**src/hw/link_cfg_pkg.sv**
```systemverilog
/*
  Shared constants for the host global and group base configuration block:
  register offsets, field positions, reset values, bus codes and states.
  Assumes a 32-bit APB register bus and a 250 MHz system clock.
*/
package link_cfg_pkg;
  // Register byte offsets
  localparam logic [11:0] OFF_GLOBAL_CFG = 12'h000;
  localparam logic [11:0] OFF_DUAL_BASE = 12'h004;
  localparam logic [11:0] OFF_CONTROL = 12'h008;
  localparam logic [11:0] OFF_STATUS = 12'h00C;
  localparam logic [11:0] OFF_GROUP_BASE0 = 12'h020;
  localparam int NUM_GROUPS = 8;
  localparam int CHANNELS_PER_GROUP = 32;
  // Global configuration fields
  localparam int POS_PORT_MAP = 0;
  localparam int POS_IRQ_B_MASK = 2;
  localparam int POS_IRQ_A_MASK = 3;
  localparam int POS_DATA_STRETCH = 4;
  localparam int POS_ADDR_STRETCH = 8;
  localparam int POS_STYLE = 10;
  localparam int POS_EXPANSION_BUS_CLOCK_EN = 11;
  localparam logic [31:0] GLOBAL_CFG_WMASK = 32'h00007F7F;
  localparam logic [31:0] GLOBAL_CFG_RESET = 32'h00000000;
  localparam logic [31:0] DUAL_BASE_RESET = 32'h00000000;
  localparam logic [20:0] GROUP_BASE_RESET = 21'h000000;
  localparam int GROUP_BASE_LSB = 11;
  // Control register fields
  localparam int POS_SOFT_RESET = 0;
  localparam int POS_PORT_EN = 8;
  localparam int POS_GROUP_ACT = 16;
  // Port map encodings
  localparam logic [1:0] MAP_ONE_TO_ONE = 2'h0;
  localparam logic [1:0] MAP_PAIRS = 2'h1;
  localparam logic [1:0] MAP_QUADS = 2'h2;
  // Host bus command codes
  localparam logic [3:0] CMD_DUAL_ADDR = 4'hD;
  // Expansion bus states
  typedef enum logic [4:0] {
    EB_IDLE = 5'b00001,
    EB_ARB = 5'b00010,
    EB_ADDR = 5'b00100,
    EB_DATA = 5'b01000,
    EB_REL = 5'b10000
  } ebus_state_t;
  // Host master address phase states
  typedef enum logic [2:0] {
    PM_IDLE = 3'b001,
    PM_LOW = 3'b010,
    PM_CMD = 3'b100
  } master_state_t;
endpackage : link_cfg_pkg

```
**src/hw/host_global_cfg.sv**
```systemverilog
/*
  Global configuration, dual address base and group base registers on APB,
  applied to the expansion bus sequencer, host master address phase,
  target claim, interrupt pins and port to group mapping.
  Assumes all inputs are synchronous to clock_in and an external tristate.
*/
// Local design decisions: the register offsets and the APB interface to the registers.
// Overview of operation
// - Style 0: request/grant, address strobe, direction, read
// - Style 1: hold/ack, latch strobe, read and write strobes
// - Address held address stretch plus one periods
// - Data held data stretch plus one periods
// - Address strobe marks stretched setup elapsed
// - Data strobes mark stretched setup elapsed
// - Map 0: port n serves group n
// - Map 1: port n serves groups 2n, 2n+1
// - Map 2: port 0 groups 0-3, port 1 4-7
// - Zero upper base single cycle, else dual
// - Single cycle: address, command, one period
// - Dual cycle: dual command, then real command
// - Upper address word comes from upper base
// - Target never claims dual address cycles
// - Group pointer bits 31:11, low bits zero
// - Each group configures 32 channels, both directions
// - Clock enable drives expansion clock, else released
// - Soft reset clears map, ports, groups
`timescale 1ns/100ps
`default_nettype none
module host_global_cfg
  import link_cfg_pkg::*;
(
  // Clock and reset
  input wire logic clock_in,
  input wire logic rst_in,
  // APB slave
  input wire logic psel_in,
  input wire logic penable_in,
  input wire logic pwrite_in,
  input wire logic [11:0] paddr_in,
  input wire logic [31:0] pwdata_in,
  output logic [31:0] prdata_out,
  output logic pready_out,
  output logic pslverr_out,
  // Expansion bus access request
  input wire logic ebus_req_in,
  input wire logic ebus_write_in,
  input wire logic [31:0] ebus_addr_in,
  input wire logic [31:0] ebus_wdata_in,
  output logic [31:0] ebus_rdata_out,
  output logic ebus_done_out,
  // Expansion bus pins
  input wire logic bus_grant_line_n_in,
  input wire logic hold_ack_line_in,
  input wire logic [31:0] ebus_ad_in,
  output logic bus_req_line_n_out,
  output logic hold_req_out,
  output logic address_valid_strobe_n_out,
  output logic addr_latch_strobe_n_out,
  output logic read_write_dir_out,
  output logic read_strobe_line_n_out,
  output logic write_strobe_line_n_out,
  output logic data_strobe_line_n_out,
  output logic [31:0] ebus_ad_out,
  output logic ebus_ad_oe_n_out,
  output logic expansion_bus_clock_out,
  output logic expansion_bus_clock_oe_n_out,
  // Host bus master address phase
  input wire logic master_req_in,
  input wire logic [31:0] master_addr_in,
  input wire logic [3:0] master_cmd_in,
  output logic [31:0] master_ad_out,
  output logic [3:0] master_cbe_out,
  output logic master_addr_phase_out,
  output logic master_addr_done_out,
  // Host bus target decode
  input wire logic target_frame_in,
  input wire logic [3:0] target_cmd_in,
  output logic target_claim_out,
  // Interrupt sources and open-drain pins
  input wire logic irq_a_req_in,
  input wire logic irq_b_req_in,
  output logic irq_a_out,
  output logic irq_a_oe_n_out,
  output logic irq_b_out,
  output logic irq_b_oe_n_out,
  // Port to group mapping and descriptor pointer lookup
  output logic [3*NUM_GROUPS-1:0] port_of_group_out,
  output logic [NUM_GROUPS-1:0] group_live_out,
  input wire logic [2:0] desc_group_in,
  input wire logic [4:0] desc_chan_in,
  input wire logic desc_dir_in,
  output logic [31:0] desc_addr_out
);
  typedef struct packed {
    logic [31:0] cfg;
    logic [31:0] dual_base;
    logic [7:0] port_en;
    logic [7:0] grp_act;
    logic [NUM_GROUPS-1:0][20:0] group_struct_base;
    logic pready;
    logic pslverr;
    logic [31:0] prdata;
    ebus_state_t est;
    logic ewrite;
    logic [31:0] eaddr;
    logic [31:0] ewdata;
    logic [31:0] erdata;
    logic edone;
    logic breq_n;
    logic hreq;
    logic as_n;
    logic ale_n;
    logic rw;
    logic rd_n;
    logic wr_n;
    logic ds_n;
    logic [31:0] ead;
    logic ead_oe_n;
    logic expansion_bus_clock;
    logic expansion_bus_clock_oe_n;
    master_state_t mst;
    logic [3:0] mcmd;
    logic [31:0] mad;
    logic [3:0] mcbe;
    logic mphase;
    logic mdone;
    logic claim;
    logic irqa_oe_n;
    logic irqb_oe_n;
    logic [3*NUM_GROUPS-1:0] pmap;
    logic [NUM_GROUPS-1:0] live;
    logic [31:0] desc;
  } state_t;

  state_t s_q;
  state_t s_d;
  logic tick;
  logic t_load;
  logic [2:0] t_count;
  logic [2:0] t_rem;
  logic style_b;
  logic granted;
  logic [2:0] wr_idx;

  stretch_timer u_stretch_timer (
    .clock_in(clock_in),
    .rst_in(rst_in),
    .load_in(t_load),
    .count_in(t_count),
    .tick_in(tick),
    .remaining_out(t_rem)
  );

  // Port serving a given group under the current map
  function automatic logic [2:0] port_for(input logic [1:0] map, input logic [2:0] g);
    logic [2:0] p;
    p = g;
    unique case (map)
      MAP_PAIRS: p = {1'b0, g[2:1]};
      MAP_QUADS: p = {2'b00, g[2]};
      // One to one, reserved code too
      default: p = g;
    endcase
    return p;
  endfunction : port_for

  function automatic logic [31:0] read_mux(input state_t s, input logic [11:0] a);
    logic [31:0] r;
    r = 32'h00000000;
    if (a == OFF_GLOBAL_CFG) begin
      r = s.cfg;
    end else if (a == OFF_DUAL_BASE) begin
      r = s.dual_base;
    end else if (a == OFF_CONTROL) begin
      r[POS_PORT_EN +: 8] = s.port_en;
      r[POS_GROUP_ACT +: 8] = s.grp_act;
    end else if (a == OFF_STATUS) begin
      r[4:0] = s.est;
      r[10:8] = s.mst;
      r[16] = s.dual_base != 32'h00000000;
    end else begin
      // Low eleven bits always read zero
      r = {s.group_struct_base[a[4:2]], 11'h000};
    end
    return r;
  endfunction : read_mux

  // Expansion clock runs at half the system rate; tick marks each period
  assign tick = s_q.expansion_bus_clock;
  assign style_b = s_q.cfg[POS_STYLE];
  assign wr_idx = paddr_in[4:2];
  // Grant sense follows the bus style
  assign granted = style_b ? hold_ack_line_in : !bus_grant_line_n_in;

  always_comb begin
    logic hit;
    logic group_struct_base_hit;
    logic [NUM_GROUPS-1:0] live_n;
    hit = 1'b0;
    group_struct_base_hit = 1'b0;
    live_n = '0;
    s_d = s_q;
    t_load = 1'b0;
    t_count = 3'h0;
    s_d.edone = 1'b0;
    s_d.mdone = 1'b0;

    // APB: one wait state, write lands on the edge pready is sampled
    group_struct_base_hit = paddr_in[11:5] == OFF_GROUP_BASE0[11:5] && paddr_in[1:0] == 2'h0;
    hit = paddr_in == OFF_GLOBAL_CFG || paddr_in == OFF_DUAL_BASE ||
          paddr_in == OFF_CONTROL || paddr_in == OFF_STATUS || group_struct_base_hit;
    s_d.pready = 1'b0;
    s_d.pslverr = 1'b0;
    if (psel_in && penable_in && !s_q.pready) begin
      s_d.pready = 1'b1;
      s_d.pslverr = !hit;
      s_d.prdata = (hit && !pwrite_in) ? read_mux(s_q, paddr_in) : 32'h00000000;
    end
    if (psel_in && penable_in && s_q.pready && pwrite_in && hit) begin
      if (paddr_in == OFF_GLOBAL_CFG) begin
        s_d.cfg = pwdata_in & GLOBAL_CFG_WMASK;
      end else if (paddr_in == OFF_DUAL_BASE) begin
        // Zero written here restores single cycles
        s_d.dual_base = pwdata_in;
      end else if (paddr_in == OFF_CONTROL) begin
        s_d.port_en = pwdata_in[POS_PORT_EN +: 8];
        s_d.grp_act = pwdata_in[POS_GROUP_ACT +: 8];
        // Soft reset clears map and ports
        if (pwdata_in[POS_SOFT_RESET]) begin
          s_d.cfg = GLOBAL_CFG_RESET;
          s_d.port_en = 8'h00;
          s_d.grp_act = 8'h00;
        end
      end else if (group_struct_base_hit) begin
        // Only the upper 21 bits are stored
        s_d.group_struct_base[wr_idx] = pwdata_in[31:GROUP_BASE_LSB];
      end
    end

    s_d.expansion_bus_clock = !s_q.expansion_bus_clock;
    s_d.expansion_bus_clock_oe_n = !s_q.cfg[POS_EXPANSION_BUS_CLOCK_EN];

    // Expansion bus sequencer
    unique case (s_q.est)
      EB_IDLE: begin
        if (ebus_req_in) begin
          s_d.est = EB_ARB;
          s_d.ewrite = ebus_write_in;
          s_d.eaddr = ebus_addr_in;
          s_d.ewdata = ebus_wdata_in;
        end
      end
      EB_ARB: begin
        if (granted && tick) begin
          s_d.est = EB_ADDR;
          t_load = 1'b1;
          t_count = {1'b0, s_q.cfg[POS_ADDR_STRETCH +: 2]};
        end
      end
      EB_ADDR: begin
        if (tick && t_rem == 3'h0) begin
          s_d.est = EB_DATA;
          t_load = 1'b1;
          t_count = s_q.cfg[POS_DATA_STRETCH +: 3];
        end
      end
      EB_DATA: begin
        if (tick && t_rem == 3'h0) begin
          s_d.est = EB_REL;
          s_d.erdata = s_q.ewrite ? s_q.erdata : ebus_ad_in;
          s_d.edone = 1'b1;
        end
      end
      EB_REL: begin
        s_d.est = EB_IDLE;
      end
      default: begin
        s_d.est = EB_IDLE;
      end
    endcase

    s_d.breq_n = !(!style_b && s_d.est != EB_IDLE && s_d.est != EB_REL);
    s_d.hreq = style_b && s_d.est != EB_IDLE && s_d.est != EB_REL;
    s_d.ead_oe_n = 1'b1;
    s_d.ead = 32'h00000000;
    if (s_d.est == EB_ADDR) begin
      s_d.ead = s_q.eaddr;
      s_d.ead_oe_n = 1'b0;
    end else if (s_d.est == EB_DATA && s_q.ewrite) begin
      s_d.ead = s_q.ewdata;
      s_d.ead_oe_n = 1'b0;
    end
    s_d.as_n = !(!style_b && s_q.est == EB_ADDR && t_rem == 3'h0);
    s_d.ale_n = !(style_b && s_q.est == EB_ADDR && t_rem == 3'h0);
    // Data strobes in last data period
    s_d.rw = !s_q.ewrite;
    s_d.ds_n = !(!style_b && s_q.est == EB_DATA && t_rem == 3'h0);
    s_d.rd_n = !(s_q.est == EB_DATA && t_rem == 3'h0 && !s_q.ewrite);
    s_d.wr_n = !(style_b && s_q.est == EB_DATA && t_rem == 3'h0 && s_q.ewrite);

    // Host master address phase
    s_d.mphase = 1'b0;
    unique case (s_q.mst)
      PM_IDLE: begin
        if (master_req_in) begin
          s_d.mcmd = master_cmd_in;
          s_d.mphase = 1'b1;
          if (s_q.dual_base != 32'h00000000) begin
            s_d.mst = PM_LOW;
            s_d.mad = master_addr_in;
            s_d.mcbe = CMD_DUAL_ADDR;
          end else begin
            s_d.mst = PM_CMD;
            s_d.mad = master_addr_in;
            s_d.mcbe = master_cmd_in;
          end
        end
      end
      PM_LOW: begin
        s_d.mst = PM_CMD;
        s_d.mphase = 1'b1;
        s_d.mad = s_q.dual_base;
        s_d.mcbe = s_q.mcmd;
      end
      PM_CMD: begin
        s_d.mst = PM_IDLE;
        s_d.mdone = 1'b1;
      end
      default: begin
        s_d.mst = PM_IDLE;
      end
    endcase

    s_d.claim = target_frame_in && target_cmd_in != CMD_DUAL_ADDR;

    s_d.irqa_oe_n = !(irq_a_req_in && !s_q.cfg[POS_IRQ_A_MASK]);
    s_d.irqb_oe_n = !(irq_b_req_in && !s_q.cfg[POS_IRQ_B_MASK]);

    for (int g = 0; g < NUM_GROUPS; g++) begin
      s_d.pmap[3*g +: 3] = port_for(s_q.cfg[POS_PORT_MAP +: 2], 3'(g));
      live_n[g] = s_q.grp_act[g] && s_q.port_en[port_for(s_q.cfg[POS_PORT_MAP +: 2], 3'(g))];
    end
    s_d.live = live_n;

    // Per channel, per direction head pointer slot
    s_d.desc = {s_q.group_struct_base[desc_group_in], 3'h0, desc_dir_in, desc_chan_in, 2'h0};
  end

  always_ff @(posedge clock_in) begin
    if (rst_in) begin
      s_q <= '0;
      s_q.cfg <= GLOBAL_CFG_RESET;
      s_q.dual_base <= DUAL_BASE_RESET;
      s_q.group_struct_base <= {NUM_GROUPS{GROUP_BASE_RESET}};
      s_q.est <= EB_IDLE;
      s_q.mst <= PM_IDLE;
      s_q.breq_n <= 1'b1;
      s_q.as_n <= 1'b1;
      s_q.ale_n <= 1'b1;
      s_q.rw <= 1'b1;
      s_q.rd_n <= 1'b1;
      s_q.wr_n <= 1'b1;
      s_q.ds_n <= 1'b1;
      s_q.ead_oe_n <= 1'b1;
      s_q.expansion_bus_clock_oe_n <= 1'b1;
      s_q.irqa_oe_n <= 1'b1;
      s_q.irqb_oe_n <= 1'b1;
    end else begin
      s_q <= s_d;
    end
  end

  assign prdata_out = s_q.prdata;
  assign pready_out = s_q.pready;
  assign pslverr_out = s_q.pslverr;
  assign ebus_rdata_out = s_q.erdata;
  assign ebus_done_out = s_q.edone;
  assign bus_req_line_n_out = s_q.breq_n;
  assign hold_req_out = s_q.hreq;
  assign address_valid_strobe_n_out = s_q.as_n;
  assign addr_latch_strobe_n_out = s_q.ale_n;
  assign read_write_dir_out = s_q.rw;
  assign read_strobe_line_n_out = s_q.rd_n;
  assign write_strobe_line_n_out = s_q.wr_n;
  assign data_strobe_line_n_out = s_q.ds_n;
  assign ebus_ad_out = s_q.ead;
  assign ebus_ad_oe_n_out = s_q.ead_oe_n;
  assign expansion_bus_clock_out = s_q.expansion_bus_clock;
  assign expansion_bus_clock_oe_n_out = s_q.expansion_bus_clock_oe_n;
  assign master_ad_out = s_q.mad;
  assign master_cbe_out = s_q.mcbe;
  assign master_addr_phase_out = s_q.mphase;
  assign master_addr_done_out = s_q.mdone;
  assign target_claim_out = s_q.claim;
  // Open drain: drive low only, release otherwise
  assign irq_a_out = 1'b0;
  assign irq_a_oe_n_out = s_q.irqa_oe_n;
  assign irq_b_out = 1'b0;
  assign irq_b_oe_n_out = s_q.irqb_oe_n;
  assign port_of_group_out = s_q.pmap;
  assign group_live_out = s_q.live;
  assign desc_addr_out = s_q.desc;
endmodule : host_global_cfg
`default_nettype wire

```
**src/hw/stretch_timer.sv**
```systemverilog
/*
  Phase stretch counter: loads a count and steps down once per expansion
  clock period. Assumes the load and tick strobes come from the same clock.
*/
`timescale 1ns/100ps
`default_nettype none
module stretch_timer (
  // Clock and reset
  input wire logic clock_in,
  input wire logic rst_in,
  // Control
  input wire logic load_in,
  input wire logic [2:0] count_in,
  input wire logic tick_in,
  // Remaining periods
  output logic [2:0] remaining_out
);
  typedef struct packed {
    logic [2:0] cnt;
  } timer_t;
  timer_t s_q;
  timer_t s_d;

  always_comb begin
    s_d = s_q;
    // Load wins so a phase never starts with a stale count
    if (load_in) begin
      s_d.cnt = count_in;
    end else if (tick_in && s_q.cnt != 3'h0) begin
      s_d.cnt = s_q.cnt - 3'h1;
    end
  end

  always_ff @(posedge clock_in) begin
    if (rst_in) begin
      s_q <= '0;
    end else begin
      s_q <= s_d;
    end
  end

  assign remaining_out = s_q.cnt;
endmodule : stretch_timer
`default_nettype wire

```
**config.mk**
```make
export PLATFORM = sky130hd
export DESIGN_NAME = host_global_cfg
export DESIGN_NICKNAME = d
export VERILOG_FILES = /design/src/hw/link_cfg_pkg.sv /design/src/hw/host_global_cfg.sv /design/src/hw/stretch_timer.sv
export SDC_FILE = /design/constraint.sdc
export NUM_CORES = 1
export LEC_CHECK = 0
export BUFFER_PORTS_ARGS = -buffer_cell sky130_fd_sc_hd__buf_2
export CAP_MARGIN = 20
export CORE_MARGIN = 1
export CORE_UTILIZATION = 50
export CTS_CLUSTER_DIAMETER = 100
export DETAILED_ROUTE_END_ITERATION = 7
export GPL_TIMING_DRIVEN = 0
export PLACE_DENSITY = 0.76
export RECOVER_POWER = 50
export SLEW_MARGIN = 20
export SYNTH_ARGS = -nofsm -noshare
export SYNTH_HDL_FRONTEND = slang
export SYNTH_SLANG_ARGS = --single-unit
```
**constraint.sdc**
```tcl
create_clock -name clock_in -period 1.7 [get_ports clock_in]
set_input_delay 0.17 -clock clock_in [delete_from_list [all_inputs] [get_ports clock_in]]
set_output_delay 0.17 -clock clock_in [all_outputs]
set_load 0.05 [all_outputs]
```
==> results.py, run 1 <==
metrics = {
    "run_status": {
        "status": "finished with violations",
        "violations": "negative setup slack",
    },
    "logic_synthesis": {
        "synth_ff_type": "dfxtp_1",
        "synth_top_area_cell": "dfxtp_1",
        "yosysWarnings": 0,
        "ys_seq_area_frac": 0.4571,
        "syn-cell-area_sq_um": 22030,
        "async_flop_share": 0,
        "yosysTopAreaCellShare": 0.4571,
        "synth_enable_flop_cells": 0,
        "syn_inst": 2351,
        "yosys-top-cells-area": "dfxtp_1 (46%), mux4_2 (9.0%), mux2i_1 (8.4%)",
        "avgSynthCellArea_sq_um": 9.370,
        "synth-seq-cells": 503,
        "yosysUniqueCellTypes": 57,
    },
    "setup_path": {
        "path_class": "reg -> reg",
        "critPathLaunchType": "flop",
        "r2r-start": "u_stretch_timer.remaining_out[0]",
        "end_kind": "flop",
        "arrival_ns": 2.48,
        "cp_max_fo": 5,
        "critPathLaunch": "u_stretch_timer.remaining_out[0]",
        "r2r_slack_ns": -0.29,
        "critPathRequiredTime_ns": 2.20,
        "r2r-end": "ebus_ad_out[17]",
        "rr_worst_depth": 8,
    },
    "sta": {
        "fmax_mhz": 503.4,
        "drv_slew": 0,
        "worst_pin_slew_ns": 1.119,
        "finalSetupViolCount": 302,
        "period_minus_slack_ns": 1.987,
        "max_slew_margin": 0.2540,
        "rsz0062_at_grt": "true",
        "finClkSkew_ns": 0.01841,
        "hold_viol_final": 0,
        "period_share": 1.169,
        "setup_ws_ns": -0.2867,
    },
    "floorplan": {
        "die_w_um": 211.9,
        "fp.dieH_um": 211.9,
        "num_rows": 76,
        "ios": 419,
        "core_region_area_sq_um": 43270,
        "dieArea_sq_um": 44900,
        "initial_utilization": 0.5092,
    },
    "worst_hold_path": {
        "whs_endpoint": "desc_addr_out[31]",
        "hp-class": "in -> reg",
        "hold_depth": 3,
        "hold_start": "desc_group_in[2]",
    },
    "place": {
        "hpwl_um": 55070,
        "place.port_buffers": 382,
        "dp.cells": 3331,
        "place_congestion": 0.9867,
        "dpl_cell_area_sq_um": 24840,
    },
    "clock_tree": {
        "ctsHtreeMaxLevel": 2,
        "clk_latency_ns": 0.61,
        "cts_tree": "built",
        "clk_path_buf_depth": 3,
        "clock-sinks": 503,
        "clockRootBuffer": "clkbuf_16",
        "numCtsBuffers": 51,
        "cts.clk_slew.worst_paths_ns": 0.06,
    },
    "drt": {
        "dr.pass1.iters": 8,
        "wirelength_um": 91040,
        "vias": 22200,
        "wl_per_cell_um": 24.89,
        "vias_per_cell": 6.069,
        "initialDrtViolationCount": 2838,
        "drc_errors": 0,
        "ant_nets": 0,
    },
    "job": {
        "maxCapViolations": 0,
    },
    "global_routing": {
        "grt_max_degree": 20,
        "grt_pass1_wl_um": 119400,
        "grt_use_total": 0.3525,
        "first_global_vias": 20730,
        "antenna_found_initial": 9,
        "grt_overflow_total": 0,
    },
    "power_and_ir_drop": {
        "ir_drop_uv": 656.6,
        "p_per_area_nw_per_um2": 881.2,
        "p_sw_frac": 0.2621,
        "p_int_mw": 19.99,
        "power.clock.fraction": 0.431,
        "combPwrFrac": 0.119,
        "power_leakage_nw": 13.18,
        "p_sw_mw": 7.100,
        "p_seq_frac": 0.449,
    },
    "layout": {
        "layout_commonest_cell": "dfxtp_1",
        "finalInstanceArea_sq_um": 30740,
        "final_cell_mix": "dfxtp_1 (494), buf_2 (399), nand2_1 (368)",
        "area_growth_pct": 39.53,
        "nFillCells": 2889,
        "finalNetCount": 3232,
        "fin_cells": 3658,
        "drive_above_1_share": 0.3808,
    },
}
through the flow:
step | setup TNS [ns] | setup slack [ns] | power [mW] | hold WS (ns) | utilization
after floorplan | -0.1589 | -0.02172 | 13.79 | 0.2319 | -
after global placement | -221.35 | -1.029 | 14.58 | 0.3345 | 0.5741
after detailed placement | -247.05 | -1.079 | 14.63 | 0.3405 | 0.5741
after CTS | -2.078 | -0.08636 | 26.49 | 0.003530 | 0.6706
after global routing | -33.55 | -0.3417 | 27.69 | 0.05219 | 0.7103
final | -26.61 | -0.2867 | 27.09 | 0.03914 | 0.7104
critical path, cell delays in order (launching register included):
cell and delay (ns):
dfxtp_2 0.33, inv_2 0.05, ha_4 0.16, and3b_2 0.22
nor2_1 0.21, nand2_1 0.13, a21oi_4 0.28, clkbuf_8 0.22
a22o_1 0.28
synth_stat cells (all sizes together), types with 22 or more instances:
master / count
a21oi: 227
a22o: 32
a22oi: 55
buf: 251
clkbuf: 132
dfxtp: 503
mux2i: 184
mux4: 88
nand2: 434
nand3: 36
nor2: 210
o21ai: 22
power by group through the flow:
stage                     logic (mW)  registers [mW]  clock network [mW]
after detailed placement        2.26            12.4                   0
final                           3.23            12.2                11.7
after global routing            3.32            12.2                12.2
after floorplan                 1.41            12.4                   0
after CTS                       2.70            12.1                11.7
after global placement          2.22            12.4                   0
sequential cells by signal (all words and copies together), names as in the netlist, 3 cells and up:
signal / flops
prdata_out: 32
master_ad_out: 32
port_of_group_out: 7
ebus_ad_out: 32
master_cbe_out: 4
group_live_out: 8
ebus_rdata_out: 32
s_q: 307
u_stretch_timer.remaining_out: 3
desc_addr_out: 27
worst max path at each step:
stage / to / cells after the start
2_1_floorplan: prdata_out[27] / 6
6_report: ebus_ad_out[17] / 8
4_1_cts: ebus_ad_out[19] / 10
3_3_place_gp: prdata_out[22] / 6
3_5_place_dp: prdata_out[22] / 6
5_1_grt: ebus_ad_out[17] / 9
per-layer routing:
| metal | wire [um] | GRT usage | vias up | share of wire |
|---|---|---|---|---|
| met4 | 7706 | 0.2391 | 4 | 0.085 |
| met3 | 10020 | 0.08263 | 590 | 0.11 |
| met2 | 42280 | 0.5887 | 1812 | 0.46 |
| met5 | 35 | 0.006674 | - | 0.00038 |
| li1 | - | - | 9276 | - |
| met1 | 31000 | 0.3998 | 10520 | 0.34 |
area by class of cell:
class                      instances  area, sq um  share of cell area
buffer                           376         2755             0.08963
antenna                            8        20.02           0.0006513
tap                              585        732.0             0.02381
sequential                       503        10090              0.3282
clock buffer                      74         1587             0.05161
clock inverter                    19        155.1            0.005047
timing repair buffer             614         4418              0.1437
inverter                          11        41.29            0.001343
multi-input combinational       1468        10940              0.3560
repair_timing:
action / 4_1_cts / 5_1_grt
endpoints found under the setup margin: 445 / 384
endpoints found under the hold margin: 186 / 0
hold buffers: 164 / 0
pin swaps: 14 / 109
cloned: 6 / 17
setup buffers: 28 / 22
gates resized for setup: 159 / 389
cell families (layout without fill, tap and decap cells):
family                   Yosys count  count (layout)  synth area share
AND/OR/NAND/NOR                  769             769            0.1468
multiplexers                     278             278            0.1766
flip-flops                       503             503            0.4571
buffers and inverters            394            1094            0.1043
AO/OA/AOI/OAI                    401             402            0.1122
other                              1              22         0.0001702
adder cells (fa/ha/maj)            5               5          0.002840
Power figures use the tool's default switching activity.
==> inputs of run 2 (changes only) <==
==> constraint.sdc (replaced) <==
create_clock -name clock_in -period 1.7 [get_ports clock_in]
set_input_delay 0.255 -clock clock_in [delete_from_list [all_inputs] [get_ports clock_in]]
set_output_delay 0.255 -clock clock_in [all_outputs]
set_load 0.05 [all_outputs]
==> run 2 against run 1 <==
The run still ends with negative setup slack left. Final cell count up 1.4%. Clock-buffer cell count rose by 3. Critical endpoint is now ebus_ad_out[11]. Sequential power is essentially flat. Maximum frequency fell by 3.2%. Hold slack worse by 0.0047 ns. Critical path depth decreased by 1. Clock power increased by 4%. Power rose by 3.4%. First-iteration DRC count grew 15%. Sequential share of layout area fell by 1.3 points. Via count grew 3.9%.
==> results.py, run 2 (synthesis gave the netlist of run 1 again) <==
metrics = {
    "run_status": {
        "status": "finished with violations",
        "violations": "negative setup slack",
    },
    "setup_path": {
        "cp_max_fo": 8,
        "critPathLaunchType": "flop",
        "arrival_ns": 2.59,
        "critPathRequiredTime_ns": 2.23,
        "end_kind": "flop",
        "path_class": "reg -> reg",
    },
    "power_and_ir_drop": {
        "combPwrFrac": 0.128,
        "power.clock.fraction": 0.437,
        "p_total_mw": 28.01,
        "p_int_mw": 20.40,
        "p_sw_frac": 0.2716,
        "ir_drop_uv": 697.4,
        "p_sw_mw": 7.607,
        "power_leakage_nw": 13.60,
        "p_seq_frac": 0.435,
        "p_per_area_nw_per_um2": 874.6,
    },
    "drt": {
        "met2_length_um": 44740,
        "highest_layer": "met5",
        "initialDrtViolationCount": 3268,
        "vias_per_cell": 6.213,
        "wirelength_um": 100000,
        "drc_errors": 0,
        "dr_wl_met3_um": 12790,
        "wirelength_met1_um": 32860,
        "vias": 23060,
        "wl_per_cell_um": 26.96,
        "ant_nets": 0,
        "dr.pass1.iters": 6,
    },
    "global_routing": {
        "grt_overflow_total": 0,
        "grt_use_total": 0.3702,
        "first_global_vias": 21530,
        "grt_pass1_wl_um": 125100,
        "antenna_found_initial": 14,
        "grt_max_degree": 15,
    },
    "sta": {
        "finClkSkew_ns": 0.02594,
        "drv_slew": 0,
        "setup_ws_ns": -0.3515,
        "worst_pin_slew_ns": 1.122,
        "max_slew_margin": 0.2517,
        "period_minus_slack_ns": 2.052,
        "period_share": 1.207,
        "finalSetupViolCount": 363,
        "holdWs_ns": 0.03447,
        "hold_viol_final": 0,
        "rsz0062_at_grt": "true",
        "fmax_mhz": 487.4,
    },
    "floorplan": {
        "initial_utilization": 0.5092,
        "ios": 419,
        "die_w_um": 211.9,
        "fp.dieH_um": 211.9,
        "dieArea_sq_um": 44900,
        "core_region_area_sq_um": 43270,
        "num_rows": 76,
    },
    "layout": {
        "layout_commonest_cell": "dfxtp_1",
        "largest_reg_flops": 307,
        "top_register": "s_q",
        "drive_above_1_share": 0.4266,
        "final_cell_mix": "dfxtp_1 (491), buf_2 (397), nand2_1 (334)",
        "area_growth_pct": 45.35,
        "fin_cells": 3711,
        "fin_util": 0.7401,
        "finalNetCount": 3280,
    },
    "place": {
        "hpwl_um": 55400,
        "dp.cells": 3331,
        "place_congestion": 0.9586,
        "place.port_buffers": 382,
        "place_ws_ns": -0.9552,
    },
    "worst_hold_path": {
        "hp-class": "in -> reg",
    },
    "clock_tree": {
        "clk_latency_ns": 0.62,
        "ctsHtreeMaxLevel": 2,
        "clock-sinks": 503,
        "cts_tree": "built",
        "numCtsBuffers": 52,
        "clk_path_buf_depth": 3,
        "clockRootBuffer": "clkbuf_16",
        "cts.clk_slew.worst_paths_ns": 0.07,
    },
    "job": {
        "maxCapViolations": 0,
    },
}
-- run 2: routing by layer --
metal	up-vias	global-route usage
met5	-	0
li1	9389	-
met3	740	0.1009
met4	12	0.2674
met1	10920	0.4126
met2	1994	0.6094
-- run 2: cell type report --
| class | count | area [sq um] |
|---|---|---|
| timing repair buffer | 663 | 5074 |
| inverter | 11 | 41.29 |
| clock buffer | 77 | 1577 |
| buffer | 375 | 2875 |
| tap | 585 | 732.0 |
| sequential | 503 | 10090 |
| antenna | 11 | 27.53 |
| clock inverter | 19 | 216.5 |
| fill | 2657 | 11250 |
| multi-input combinational | 1467 | 11380 |
-- run 2: path summary, 6_finish.rpt --
check                                  startpoint           endpoint  slack, ns  cells after the start
worst max register to register           s_q[254]    ebus_ad_out[11]      -0.35                      7
worst min-delay path             target_cmd_in[3]   target_claim_out       0.03                      3
worst max-delay path                     s_q[254]    ebus_ad_out[11]      -0.35                      7
worst min register to register  master_ad_out[25]  master_ad_out[25]       0.46                      2
-- run 2: power by group through the flow --
stage | combinational [mW] | sequential (mW) | clock (mW)
6_report | 3.58 | 12.2 | 12.2
5_1_grt | 3.66 | 12.2 | 12.6
4_1_cts | 2.79 | 12.1 | 12.0
3_5_place_dp | 2.26 | 12.4 | 0
3_3_place_gp | 2.23 | 12.4 | 0
2_1_floorplan | 1.41 | 12.4 | 0
-- run 2: stage by stage --
step                instance area [sq um]  setup TNS [ns]
floorplan                           22250          -3.165
finish                              32020          -43.47
global route                        32010          -55.30
global placement                    24890         -258.25
CTS                                 29860          -6.403
detailed placement                  24890         -284.19
-- run 2: timing repair --
| item | in CTS | in global routing |
|---|---|---|
| resized for setup | 236 | 502 |
| pin swaps | 47 | 201 |
| setup endpoints to repair | 452 | 439 |
| hold endpoints to repair | 174 | 0 |
| hold buffers | 159 | 0 |
| cloned | 17 | 17 |
| setup buffers | 50 | 46 |
-- run 2: critical path, cell delays in order, from the launching register on --
cell and delay (ns):
dfxtp_2 0.42, nor3_4 0.35, buf_4 0.19, nand2_1 0.19
a21oi_4 0.26, buf_12 0.18, clkbuf_16 0.16, a22o_4 0.23
